File: src/design/sat_pkg.sv
// constants for the scan-driven converter test control block
package sat_pkg;
    // ****************************************
    // clock and timing
    // ****************************************
    localparam int CLK_MHZ = 20;
    localparam int WARM_NS = 200;
    localparam int WARM_CYC = (WARM_NS * CLK_MHZ + 999) / 1000;
    localparam int DUMMY_CMPS = 10;
    localparam int READY_CYC = (DUMMY_CMPS > WARM_CYC) ? DUMMY_CMPS : WARM_CYC;
    // ****************************************
    // control cell layout, bit 0 of the chain is the comparator cell
    // ****************************************
    localparam int CTRL_W = 35;
    localparam int CHAIN_W = CTRL_W + 1;
    localparam int P_SWITCHCAP_TEST_OUT = 0;
    localparam int P_SUPPLY_REF_SELECT = 1;
    localparam int P_SETTLE = 2;
    localparam int P_CMP_LATCH_PRECHARGE_N = 3;
    localparam int P_AMP_PASSGATE_EN = 4;
    localparam int P_NEG_INPUT_SELECT = 5;
    localparam int P_MUX = 8;
    localparam int P_IREF = 16;
    localparam int P_HOLD = 17;
    localparam int P_GND = 18;
    localparam int P_EXTCH = 19;
    localparam int P_DAC = 20;
    localparam int P_AMPPWR = 30;
    localparam int P_CONVPWR = 31;
    localparam int P_BGNEG = 32;
    localparam int P_ACTEN = 33;
    localparam int P_ACLK = 34;
    // idle values: dac msb, extch, hold, mux bit 0, pass gate, precharge high
    localparam logic [34:0] CTRL_RST = 35'h0200A0118;
    // ****************************************
    // register map
    // ****************************************
    localparam logic [3:0] A_CTRL = 4'h0;
    localparam logic [3:0] A_STATUS = 4'h4;
    localparam logic [3:0] A_UPD_LO = 4'h8;
    localparam logic [3:0] A_UPD_HI = 4'hC;
    localparam logic [1:0] RESP_OKAY = 2'h0;
    localparam logic [1:0] RESP_SLVERR = 2'h2;
endpackage : sat_pkg

File: src/design/sat_scan_adc.sv
// scan cells driving the converter control lines, with an axi4-lite status port
`timescale 1ns/1ps
`default_nettype none

// Operation
// - hold line low tracks the input, high freezes the sampled level
// - internal-reference line routes band-gap to the dac reference
// - three-bit field picks the negative input source
// - pass-gate enable opens the amplifier pass gate, idles high
// - precharge line active low, high lets the latch resolve
// - switch-cap test routes amplifier output to channel four pin
// - supply-reference line selects the supply as converter reference
// - power-on runs ten dummy comparisons; wait 200 ns before use
// - converter power-on line powers the converter, idles low
// - ground-enable ties the negative comparator input to ground
// - ten-bit dac code, msb idles high, others low
// - amplifier clock line clocks the switch-cap filters
module sat_scan_adc
    import sat_pkg::*;
(
    input wire logic sys_clk,
    input wire logic rst_n,
    input wire logic clk_en,
    // scan link, asynchronous to sys_clk
    input wire logic tck,
    input wire logic tdi,
    input wire logic shift_dr,
    input wire logic capture_dr,
    input wire logic update_dr,
    output logic tdo,
    // comparator from the analog side
    input wire logic cmp_out,
    // converter control lines
    output logic amp_clk,
    output logic amp_to_cmp_en,
    output logic bandgap_neg_en,
    output logic converter_power_on,
    output logic amp_power_on,
    output logic [9:0] dac_code,
    output logic bypass_ch_en,
    output logic neg_input_ground,
    output logic sample_hold,
    output logic bandgap_to_dac_ref,
    output logic [7:0] pos_input_select,
    output logic [2:0] neg_input_select,
    output logic amp_passgate_en,
    output logic cmp_latch_precharge_n,
    output logic amp_settle_assist,
    output logic supply_ref_select,
    output logic switchcap_test_out,
    output logic conv_ready,
    // axi4-lite slave
    input wire logic [3:0] s_awaddr,
    input wire logic s_awvalid,
    output logic s_awready,
    input wire logic [31:0] s_wdata,
    input wire logic [3:0] s_wstrb,
    input wire logic s_wvalid,
    output logic s_wready,
    output logic [1:0] s_bresp,
    output logic s_bvalid,
    input wire logic s_bready,
    input wire logic [3:0] s_araddr,
    input wire logic s_arvalid,
    output logic s_arready,
    output logic [31:0] s_rdata,
    output logic [1:0] s_rresp,
    output logic s_rvalid,
    input wire logic s_rready
);
    // ****************************************
    // synchronisers for link and comparator
    // ****************************************
    logic [5:0] sync1_r;
    logic [5:0] sync2_r;
    logic tck3_r;
    logic tck_rise;
    logic tck_fall;

    // first stage feeds only the second
    always_ff @(posedge sys_clk or negedge rst_n) begin
        if (!rst_n) begin
            sync1_r <= 6'h00;
            sync2_r <= 6'h00;
            tck3_r <= 1'b0;
        end else if (clk_en) begin
            sync1_r <= {cmp_out, update_dr, capture_dr, shift_dr, tdi, tck};
            sync2_r <= sync1_r;
            tck3_r <= sync2_r[0];
        end
    end
    assign tck_rise = sync2_r[0] & ~tck3_r;
    assign tck_fall = ~sync2_r[0] & tck3_r;

    // ****************************************
    // scan chain and update cells
    // ****************************************
    logic [35:0] chain_r;
    logic [35:0] chain_nxt;
    logic [34:0] ctrl_r;
    logic [34:0] ctrl_nxt;
    logic tdo_r;
    logic tdo_nxt;
    logic scan_en_r;
    logic [3:0] rdy_cnt_r;
    logic [3:0] rdy_cnt_nxt;
    logic ready_r;
    logic ready_nxt;
    logic pwr_d_r;
    logic conflict_r;
    logic conflict_nxt;

    // count of sources driving the negative comparator input
    function automatic logic [2:0] neg_sources(input logic [34:0] c);
        logic [2:0] n;
        n = {2'b00, |c[P_NEG_INPUT_SELECT +: 3]};
        n = n + {2'b00, c[P_GND]} + {2'b00, c[P_BGNEG]};
        return n;
    endfunction

    always_comb begin
        chain_nxt = chain_r;
        ctrl_nxt = ctrl_r;
        tdo_nxt = tdo_r;
        if (tck_rise && sync2_r[3]) begin
            chain_nxt = {ctrl_r, sync2_r[5] & ready_r};
        end else if (tck_rise && sync2_r[2]) begin
            chain_nxt = {sync2_r[1], chain_r[35:1]};
        end
        if (tck_fall && sync2_r[4] && scan_en_r) begin
            ctrl_nxt = chain_r[35:1];
        end
        if (tck_fall) begin
            tdo_nxt = chain_r[0];
        end
    end

    // warm-up: dummy comparisons and settling after power-on
    always_comb begin
        rdy_cnt_nxt = rdy_cnt_r;
        ready_nxt = ready_r;
        if (!ctrl_r[P_CONVPWR]) begin
            rdy_cnt_nxt = 4'h0;
            ready_nxt = 1'b0;
        end else if (!pwr_d_r) begin
            rdy_cnt_nxt = 4'h0;
            ready_nxt = 1'b0;
        end else if (rdy_cnt_r == 4'(READY_CYC)) begin
            ready_nxt = 1'b1;
        end else begin
            rdy_cnt_nxt = rdy_cnt_r + 4'h1;
        end
        conflict_nxt = (neg_sources(ctrl_r) > 3'h1);
    end

    // update cells reset to the idle values
    always_ff @(posedge sys_clk or negedge rst_n) begin
        if (!rst_n) begin
            chain_r <= 36'h000000000;
            ctrl_r <= CTRL_RST;
            tdo_r <= 1'b0;
            rdy_cnt_r <= 4'h0;
            ready_r <= 1'b0;
            pwr_d_r <= 1'b0;
            conflict_r <= 1'b0;
        end else if (clk_en) begin
            chain_r <= chain_nxt;
            ctrl_r <= ctrl_nxt;
            tdo_r <= tdo_nxt;
            rdy_cnt_r <= rdy_cnt_nxt;
            ready_r <= ready_nxt;
            pwr_d_r <= ctrl_r[P_CONVPWR];
            conflict_r <= conflict_nxt;
        end
    end

    // ****************************************
    // analog control outputs, straight from update cells
    // ****************************************
    assign tdo = tdo_r;
    assign amp_clk = ctrl_r[P_ACLK];
    assign amp_to_cmp_en = ctrl_r[P_ACTEN];
    assign bandgap_neg_en = ctrl_r[P_BGNEG];
    assign converter_power_on = ctrl_r[P_CONVPWR];
    assign amp_power_on = ctrl_r[P_AMPPWR];
    assign dac_code = ctrl_r[P_DAC +: 10];
    assign bypass_ch_en = ctrl_r[P_EXTCH];
    assign neg_input_ground = ctrl_r[P_GND];
    assign sample_hold = ctrl_r[P_HOLD];
    assign bandgap_to_dac_ref = ctrl_r[P_IREF];
    assign pos_input_select = ctrl_r[P_MUX +: 8];
    assign neg_input_select = ctrl_r[P_NEG_INPUT_SELECT +: 3];
    assign amp_passgate_en = ctrl_r[P_AMP_PASSGATE_EN];
    assign cmp_latch_precharge_n = ctrl_r[P_CMP_LATCH_PRECHARGE_N];
    assign amp_settle_assist = ctrl_r[P_SETTLE];
    assign supply_ref_select = ctrl_r[P_SUPPLY_REF_SELECT];
    assign switchcap_test_out = ctrl_r[P_SWITCHCAP_TEST_OUT];
    assign conv_ready = ready_r;

    // ****************************************
    // axi4-lite slave
    // ****************************************
    logic aw_full_r, aw_full_nxt, w_full_r, w_full_nxt;
    logic [3:0] aw_addr_r, aw_addr_nxt;
    logic [31:0] w_data_r, w_data_nxt;
    logic w_strb0_r, w_strb0_nxt;
    logic bvalid_r, bvalid_nxt, rvalid_r, rvalid_nxt;
    logic [1:0] bresp_r, bresp_nxt, rresp_r, rresp_nxt;
    logic [31:0] rdata_r, rdata_nxt;
    logic scan_en_nxt;

    // aw and w taken in either order, response once both are held
    always_comb begin
        aw_full_nxt = aw_full_r;
        w_full_nxt = w_full_r;
        aw_addr_nxt = aw_addr_r;
        w_data_nxt = w_data_r;
        w_strb0_nxt = w_strb0_r;
        bvalid_nxt = bvalid_r;
        bresp_nxt = bresp_r;
        rvalid_nxt = rvalid_r;
        rresp_nxt = rresp_r;
        rdata_nxt = rdata_r;
        scan_en_nxt = scan_en_r;
        if (s_awvalid && !aw_full_r) begin
            aw_full_nxt = 1'b1;
            aw_addr_nxt = s_awaddr;
        end
        if (s_wvalid && !w_full_r) begin
            w_full_nxt = 1'b1;
            w_data_nxt = s_wdata;
            w_strb0_nxt = s_wstrb[0];
        end
        if (bvalid_r && s_bready) begin
            bvalid_nxt = 1'b0;
        end
        if (aw_full_r && w_full_r && !bvalid_r) begin
            aw_full_nxt = 1'b0;
            w_full_nxt = 1'b0;
            bvalid_nxt = 1'b1;
            bresp_nxt = RESP_SLVERR;
            if (aw_addr_r == A_CTRL) begin
                bresp_nxt = RESP_OKAY;
                if (w_strb0_r) begin
                    scan_en_nxt = w_data_r[0];
                end
            end else if (aw_addr_r == A_STATUS || aw_addr_r == A_UPD_LO || aw_addr_r == A_UPD_HI) begin
                bresp_nxt = RESP_OKAY;
            end
        end
        if (rvalid_r && s_rready) begin
            rvalid_nxt = 1'b0;
        end
        if (s_arvalid && !rvalid_r) begin
            rvalid_nxt = 1'b1;
            rresp_nxt = RESP_OKAY;
            case (s_araddr)
                A_CTRL: rdata_nxt = {31'h00000000, scan_en_r};
                A_STATUS: rdata_nxt = {29'h00000000, conflict_r, chain_r[0], ready_r};
                A_UPD_LO: rdata_nxt = ctrl_r[31:0];
                A_UPD_HI: rdata_nxt = {29'h00000000, ctrl_r[34:32]};
                default: begin
                    rdata_nxt = 32'h00000000;
                    rresp_nxt = RESP_SLVERR;
                end
            endcase
        end
    end

    // scan updates follow only while scan_en_r is set, which reset turns on
    always_ff @(posedge sys_clk or negedge rst_n) begin
        if (!rst_n) begin
            aw_full_r <= 1'b0;
            w_full_r <= 1'b0;
            aw_addr_r <= 4'h0;
            w_data_r <= 32'h00000000;
            w_strb0_r <= 1'b0;
            bvalid_r <= 1'b0;
            bresp_r <= 2'h0;
            rvalid_r <= 1'b0;
            rresp_r <= 2'h0;
            rdata_r <= 32'h00000000;
            scan_en_r <= 1'b1;
        end else if (clk_en) begin
            aw_full_r <= aw_full_nxt;
            w_full_r <= w_full_nxt;
            aw_addr_r <= aw_addr_nxt;
            w_data_r <= w_data_nxt;
            w_strb0_r <= w_strb0_nxt;
            bvalid_r <= bvalid_nxt;
            bresp_r <= bresp_nxt;
            rvalid_r <= rvalid_nxt;
            rresp_r <= rresp_nxt;
            rdata_r <= rdata_nxt;
            scan_en_r <= scan_en_nxt;
        end
    end

    assign s_awready = ~aw_full_r;
    assign s_wready = ~w_full_r;
    assign s_bvalid = bvalid_r;
    assign s_bresp = bresp_r;
    assign s_arready = ~rvalid_r;
    assign s_rvalid = rvalid_r;
    assign s_rresp = rresp_r;
    assign s_rdata = rdata_r;
endmodule : sat_scan_adc

`default_nettype wire

File: config.mk
export PLATFORM = sky130hd
export DESIGN_NAME = sat_scan_adc
export DESIGN_NICKNAME = d
export VERILOG_FILES = /design/src/design/sat_pkg.sv /design/src/design/sat_scan_adc.sv
export SDC_FILE = /design/constraint.sdc
export NUM_CORES = 1
export LEC_CHECK = 0
export BUFFER_PORTS_ARGS = -buffer_cell sky130_fd_sc_hd__buf_4
export CAP_MARGIN = 20
export CORE_MARGIN = 3
export CORE_UTILIZATION = 45
export DETAILED_ROUTE_END_ITERATION = 10
export PLACE_DENSITY = 0.66
export SETUP_SLACK_MARGIN = 0.2
export SLEW_MARGIN = 20
export SYNTH_ARGS = -nofsm -noshare
export SYNTH_HDL_FRONTEND = slang
export SYNTH_SLANG_ARGS = --single-unit
File: constraint.sdc
create_clock -name sys_clk -period 1.8 [get_ports sys_clk]
set_input_delay 0.36 -clock sys_clk [delete_from_list [all_inputs] [get_ports sys_clk]]
set_output_delay 0.36 -clock sys_clk [all_outputs]
set_load 0.02 [all_outputs]
# After elaboration in Yosys (flattened, before gate mapping)
# Index checks and enable logic that the tools add are counted.
# Widths: inputs -> output; s select.
[classes]
n_eq_ne = 9
reduce_logical = 40
order_cmp = 1
n_bitwise = 8
addsub = 3
n_mux = 20
[ops]
columns = ["operator", "count"]
rows = [
  ["$pmux 32 s4", 1],
  ["$mux 36", 2],
  ["$reduce_and 2->1", 13],
  ["$eq 4x4->1 const B", 5],
  ["$mux 4", 3],
  ["$logic_and 1x1->1", 11],
  ["$mux 1", 11],
  ["$reduce_bool 2->1", 5],
  ["$eq 4x3->1 const B", 2],
  ["$logic_not 4->1", 2],
  ["$mux 2", 3],
  ["$not 1->1", 5],
  ["$add 4x1->4 const B", 1],
  ["$logic_not 1->1", 4],
  ["$reduce_and 4->1", 1],
  ["$reduce_or 4->1", 1],
  ["$add 2x1->3", 1],
  ["$and 1x1->1", 3],
  ["$gt 3x1->1 const B", 1],
  ["$ne 3x2->1 const B", 1],
  ["$ne 3x3->1 const B", 1],
  ["$reduce_or 3->1", 1],
  ["$add 1x1->2", 1],
  ["$logic_or 1x1->1", 2],
]
[word_totals]
in_bits = 58
regBits = 139

# Depth between registers and ports, before layout
# Gate-level depths: netlist of run 1.
[logic_depth]
ltp_word = 5
depth_mapped = 6
ltp_nobuf = 5

# Worst setup path before layout of run 1
# Ideal clock, no wire load.
[synth_path]
path_type = "input to register"
start = "input port clk_en"
end = "register ctrl_r[10]"
setup_slack_ns = 0.294
path_buffers = 3
required_ns = 1.675
t_arrival_ns = 1.381
cell_stages = 6
path_cell_list = "buf_6 and3b_1 and3_1 buf_6 buf_12 mux2_4"
[synth_between]
elab_chain_cells = 1
[synth_rtl]
columns = ["item", "line", "text"]
rows = [
  ["from (decl)", "sat_scan_adc.sv:23", "input wire logic clk_en,"],
  ["$reduce_and 2->1 (no source line)", "--", ""],
  ["to (signal assigned)", "sat_scan_adc.sv:168", "ctrl_r <= ctrl_nxt;"],
  ["to (decl)", "sat_scan_adc.sv:100", "logic [34:0] ctrl_r;"],
]
# Every way passes these cells.
# A chain may end at the register's enable or synchronous reset.

# Final worst setup path of run 1
[layout_path]
start = "register sync2_r[0]"
end = "register ctrl_r[30]"
[layout_between]
elab_chain_cells = 5
[layout_rtl]
columns = ["item", "line", "text"]
rows = [
  ["from (decl)", "sat_scan_adc.sv:75", "logic [5:0] sync2_r;"],
  ["from (signal assigned)", "sat_scan_adc.sv:88", "sync2_r <= sync1_r;"],
  ["$not 1->1", "sat_scan_adc.sv:93", "assign tck_fall = ~sync2_r[0] & tck3_r;"],
  ["$and 1x1->1", "sat_scan_adc.sv:93", ""],
  ["$logic_and 1x1->1 (2 in a row)", "sat_scan_adc.sv:130", "if (tck_fall && sync2_r[4] && scan_en_r) begin"],
  ["$reduce_and 2->1 (no source line)", "--", ""],
]
# Every way passes these cells.

==> results of run 1 <==
[timing repair]
item | in CTS | in global routing
hold endpoints to repair | 39 | 0
buffers inserted | 0 | 3
gates cloned | 0 | 5
pin swaps | 0 | 1
hold buffers | 1 | 0
resized for setup | 0 | 3
setup endpoints to repair | 25 | 41
[layout make-up]
class,instances,area [sq um],share of cell area
Tap cell,168,210.2,0.02790
Multi-Input combinational cell,223,2054,0.2727
Sequential cell,137,3437,0.4562
Clock inverter,13,167.7,0.02225
Inverter,44,165.2,0.02192
Clock buffer,19,442.9,0.05878
Timing Repair Buffer,122,1057,0.1403
[synth_stat cells]
master	count	area, sq um
buf_4	6	45.04
dfstp_2	7	183.9
mux2_2	29	326.6
dfrtp_1	130	3253
buf_6	2	22.52
o21a_1	1	7.510
mux2_4	30	450.4
nor2b_1	2	12.51
nand3_1	3	15.01
a22o_1	30	262.8
conb_1	1	3.750
ha_1	3	37.54
a22oi_1	2	15.01
o22ai_1	37	231.5
a41oi_1	1	8.760
clkbuf_1	10	37.54
mux2i_1	38	380.4
inv_1	43	161.4
clkinv_1	1	3.750
and3_1	1	6.260
nor3_1	1	5.000
and3b_1	2	17.52
nand4_1	2	12.51
mux4_2	1	22.52
and4bb_2	1	12.51
nor4_2	1	12.51
nand2b_1	1	6.260
o2bb2ai_1	1	8.760
and4b_1	1	10.01
buf_2	7	35.03
or3_1	2	12.51
o21ai_0	4	20.02
nand3b_1	1	7.510
nor2_1	7	26.28
nand2_1	10	37.54
nand3b_4	1	20.02
buf_12	3	60.06
a21o_1	1	7.510
a21oi_1	7	35.03
[metal layers]
metal | vias to the layer above | share of wire | track usage
li1 | 1764 | - | -
met2 | 119 | 0.49 | 0.2871
met5 | - | 0 | 0
met1 | 1951 | 0.44 | 0.2368
met3 | 15 | 0.057 | 0.05419
met4 | 0 | 0.011 | 0.06442
[cells by family (layout without fill, tap and decap cells)]
group / count (synthesis) / after routing / synth area share
DFF: 137 / 137 / 0.5891
AOI/OAI and AO/OA: 84 / 84 / 0.1023
buffers and inverters: 72 / 198 / 0.06262
adders and majority gates: 3 / 3 / 0.006434
muxes: 98 / 98 / 0.2022
other: 1 / 2 / 0.0006427
and+or+nand+nor: 36 / 36 / 0.03667
[power by group through the flow]
stage / registers, W / logic [W] / clock network, W
floorplan: 0.00520 / 0.00153 / 0
global placement: 0.00493 / 0.00297 / 0
detailed placement: 0.00499 / 0.00306 / 0
CTS: 0.00495 / 0.00309 / 0.00363
global route: 0.00511 / 0.00336 / 0.00378
finish: 0.00495 / 0.00307 / 0.00355
[worst max-delay path, cell delays in order, from the launching register on]
cell and delay [ps]:
dfrtp_1 400, and3b_2 250, and3_4 310, clkbuf_16 220, mux2_4 300
[worst paths after layout]
check	cells after the start	slack (ps)	end
worst max-delay path	4	200	ctrl_r[30]
worst min-delay path	2	170	aw_addr_r[0]
worst max register to register	4	200	ctrl_r[30]
worst min register to register	1	500	aw_addr_r[0]
max in group asynchronous	3	710	scan_en_r
min in group asynchronous	2	450	s_rdata[24]
[sequential cells by signal (all words and copies together) (netlist names), 4 cells and up]
register	flops
chain_r	36
ctrl_r	35
s_rdata	32
sync1_r	6
sync2_r	6
aw_addr_r	4
rdy_cnt_r	4
[through the flow]
stage	cells	hold slack [ps]
finish	726	172.2
CTS	718	158.7
detailed placement	685	331.8
global route	726	154.5
global placement	685	328.2
floorplan	432	64.41
==> impl_metrics.json, run 1 <==
{
  "power_frac_comb": 0.265,
  "synth_seq_cells": 137,
  "grt_first_pass_wirelength_mm": 20.33,
  "required_ps": 2100,
  "place.gp.congestion": 0.7708,
  "p_sw_frac": 0.3176,
  "timing.rr.start": "sync2_r[0]",
  "grt_pass1_vias": 3921,
  "clock_latency_ps": 420,
  "drt-initial-drc-count": 185,
  "clkPwrFrac": 0.307,
  "fin_total_pwr_w": 0.01158,
  "max_freq_ghz": 0.6258,
  "hold_path_class": "in2reg",
  "synthCells": 431,
  "clock-sinks": 137,
  "fin_ws_ps": 202.1,
  "antenna_found_initial": 0,
  "synth.avg_cell_area_sq_um": 13.54,
  "h-tree-depth": 4,
  "avgRoutedWirePerCell_microns": 17.63,
  "cp-end-kind": "flop",
  "clk_pin_slew_ps": 60,
  "final_common_cell": "dfrtp_1",
  "irDropWorstVdd_mv": 0.6994,
  "area_growth_pct": 29.14,
  "critPathArrivalTime_ps": 1900,
  "die_h_microns": 119.9,
  "critPathLaunchType": "flop",
  "cts-root-buf": "clkbuf_16",
  "fin_crit_ps": 1598,
  "final_cell_mix": "130 x dfrtp_1, 109 x buf_4, 43 x inv_1",
  "worst-setup-path-type": "reg2reg",
  "cts_tree": "yes",
  "layout-drive-gt1-share": 0.4014,
  "crit_start": "sync2_r[0]",
  "status": "finished clean",
  "crit_fanout": 8,
  "hold_start": "s_awaddr[0]",
  "yosysWarnings": 0,
  "drc": 0,
  "syn_area_sq_um": 5834,
  "io_pins": 136,
  "std_cell_rows": 40,
  "port-buffer-count": 99,
  "cts_max_path_buffers": 2,
  "placed_cell_area_sq_um": 6785,
  "fill_cells": 1005,
  "yosysUniqueCellTypes": 39,
  "drt-total-wl_mm": 12.80,
  "grt_max_degree": 48,
  "switchingPower_w": 0.003677,
  "pwr-share-seq": 0.428,
  "power_density_nw_per_um2": 1536,
  "dr.pass1.iters": 4,
  "dpl.hpwl_mm": 8.231,
  "fin_tns_setup_ps": 0,
  "p_int_w": 0.007900,
  "overflow": 0,
  "final_nets": 606,
  "hold_viol_final": 0,
  "finalInstanceArea_sq_um": 7535,
  "num_antenna_cells": 0,
  "maxCapViolCount": 0,
  "skew_ps": 9.211,
  "die_w_microns": 119.9,
  "rsz0062_at_grt": "yes",
  "dieArea_sq_um": 14370,
  "place_ws_ps": 119.8,
  "drv_slew": 0,
  "vias_per_cell": 5.302,
  "core_sq_um": 12360,
  "finalSetupViolations": 0,
  "ys_seq_area_frac": 0.5891,
  "leakage_nw": 3.615,
  "start_util": 0.4720,
  "num_vias": 3849,
  "cts-buffers-inserted": 17,
  "grtUsageTotal": 0.1808,
  "timing.final.crit_share": 0.8877,
  "fin_util": 0.6095,
  "final_antenna_net_count": 0
}
Power figures use the tool's default switching activity.
==> inputs of run 2 (changes only) <==
--- a/config.mk
+++ b/config.mk
@@ -9,6 +9,7 @@
 export CAP_MARGIN = 20
 export CORE_MARGIN = 3
 export CORE_UTILIZATION = 45
+export CTS_BUF_LIST = sky130_fd_sc_hd__clkbuf_4 sky130_fd_sc_hd__clkbuf_8
 export DETAILED_ROUTE_END_ITERATION = 10
 export PLACE_DENSITY = 0.66
 export SETUP_SLACK_MARGIN = 0.2
==> run 2 against run 1 <==
Final cell count shrank 0.14%. Sequential share of layout area rose by 1.4 points. Count of clock-buffer cells in the layout did not move. Clock skew rose by 7.4 ps. Die area is the same. Global-route usage is 0.11 points higher. Register-to-register slack better by 30 ps. Worst hold slack got worse by 25 ps. Largest power group unchanged.
==> impl_metrics.json, run 2 (synthesis gave the netlist of run 1 again) <==
{
  "critPathLaunchType": "flop",
  "power_density_nw_per_um2": 1456,
  "die_h_microns": 119.9,
  "vias_per_cell": 5.229,
  "crit_buf_inv": 1,
  "cts_max_path_buffers": 2,
  "hold_path_class": "in2reg",
  "cp_top_family": "simple AND/OR/NAND/NOR gates",
  "final_antenna_net_count": 0,
  "clk_pin_slew_ps": 70,
  "hold_start": "s_awaddr[0]",
  "timing.rr.start": "sync2_r[0]",
  "antenna_found_initial": 0,
  "cts-root-buf": "clkbuf_8",
  "fill_cells": 1028,
  "status": "finished clean",
  "max_stage_delay_ps": 400,
  "timing.final.crit_share": 0.8684,
  "hold_depth": 2,
  "clock_latency_ps": 450,
  "worst-setup-path-type": "reg2reg",
  "drt-total-wl_mm": 12.44,
  "place.gp.congestion": 0.7708,
  "maxCapViolCount": 0,
  "crit_cells": 4,
  "layout-drive-gt1-share": 0.4022,
  "die_w_microns": 119.9,
  "h-tree-depth": 4,
  "grtUsageTotal": 0.1820,
  "crit_fanout": 17,
  "grt_pass1_vias": 3955,
  "required_ps": 2130,
  "io_pins": 136,
  "drc": 0,
  "crit_chain": "and3b_2 > and3_4 > buf_16 > mux2_4",
  "port-buffer-count": 99,
  "fin_crit_ps": 1563,
  "irDropWorstVdd_mv": 0.7430,
  "drt-initial-drc-count": 174,
  "fin_util": 0.5916,
  "hold_viol_final": 0,
  "timing.reg2reg.setup_slack_ps": 240,
  "final_cell_mix": "130 x dfrtp_1, 111 x buf_4, 43 x inv_1",
  "std_cell_rows": 40,
  "leakage_nw": 3.519,
  "finalSetupViolations": 0,
  "start_util": 0.4720,
  "drv_slew": 0,
  "largest_reg_flops": 36,
  "rr_worst_depth": 4,
  "cp-end-kind": "flop",
  "cts_tree": "yes",
  "skew_ps": 16.65,
  "num_antenna_cells": 0,
  "dr.pass1.iters": 4,
  "top_register": "chain_r",
  "grt_first_pass_wirelength_mm": 20.45,
  "core_sq_um": 12360,
  "grt_max_degree": 48,
  "dpl.hpwl_mm": 8.231,
  "multi_input_area_sq_um": 2051,
  "dieArea_sq_um": 14370,
  "final_common_cell": "dfrtp_1",
  "slowest_stage": "dfrtp_1",
  "num_vias": 3791,
  "avgRoutedWirePerCell_microns": 17.16,
  "r2r-end": "ctrl_r[34]",
  "clock-sinks": 137,
  "holdPathEnd": "aw_addr_r[0]",
  "final_nets": 605,
  "area_growth_pct": 25.35,
  "rsz0062_at_grt": "yes",
  "fin_tns_setup_ps": 0,
  "max_freq_ghz": 0.6397,
  "seq_area_sq_um": 3437,
  "critPathArrivalTime_ps": 1890,
  "cts-buffers-inserted": 17,
  "overflow": 0
}
-- run 2: cell count changes in the layout (fill, tap and decap cells not counted), sizes merged --
cell / change
clkbuf: -2
buf: +1
-- run 2: timing repair --
action,4_1_cts,5_1_grt
hold buffers,1,0
pin swaps,0,1
setup buffers,0,5
gates resized for setup,2,1
cloned,1,1
endpoints found under the hold margin,39,0
endpoints found under the setup margin,25,51
-- run 2: final cells by class --
| class | instances | share of cell area |
|---|---|---|
| Sequential cell | 137 | 0.4700 |
| Multi-Input combinational cell | 223 | 0.2804 |
| Clock buffer | 19 | 0.03490 |
| Inverter | 44 | 0.02258 |
| Clock inverter | 13 | 0.02293 |
| Timing Repair Buffer | 121 | 0.1405 |
| Tap cell | 168 | 0.02874 |
-- run 2: per-stage QoR --
step,std cells,worst slack (ps),area [sq um],total power [W],hold slack (ps)
2_1_floorplan,432,294.0,5838,0.006734,64.41
3_3_place_gp,685,171.2,6785,0.007905,328.2
3_5_place_dp,685,119.8,6785,0.008053,331.8
4_1_cts,719,194.2,7249,0.01074,121.2
5_1_grt,725,187.0,7313,0.01134,107.0
6_report,725,236.9,7313,0.01065,147.5
-- run 2: per-layer routing --
layer / GRT usage / share of wire / vias to the layer above
met5: 0 / 0 / -
met4: 0.06228 / 0.018 / 0
met3: 0.05749 / 0.059 / 20
met2: 0.2853 / 0.47 / 108
met1: 0.2406 / 0.45 / 1903
li1: - / - / 1760
-- run 2: power breakdown --
part / internal (W) / switching, W
Sequential: 0.00406 / 0.000874
Clock: 0.00144 / 0.00121
Combinational: 0.00162 / 0.00146
-- run 2: worst max path at each step --
stage	startpoint	to	slack (ps)
6_report	sync2_r[0]	ctrl_r[34]	240
5_1_grt	sync2_r[0]	ctrl_r[2]	190
4_1_cts	sync2_r[0]	ctrl_r[2]	190
3_5_place_dp	clk_en	s_rdata[8]	120
3_3_place_gp	clk_en	ctrl_r[2]	170
2_1_floorplan	clk_en	ctrl_r[10]	290
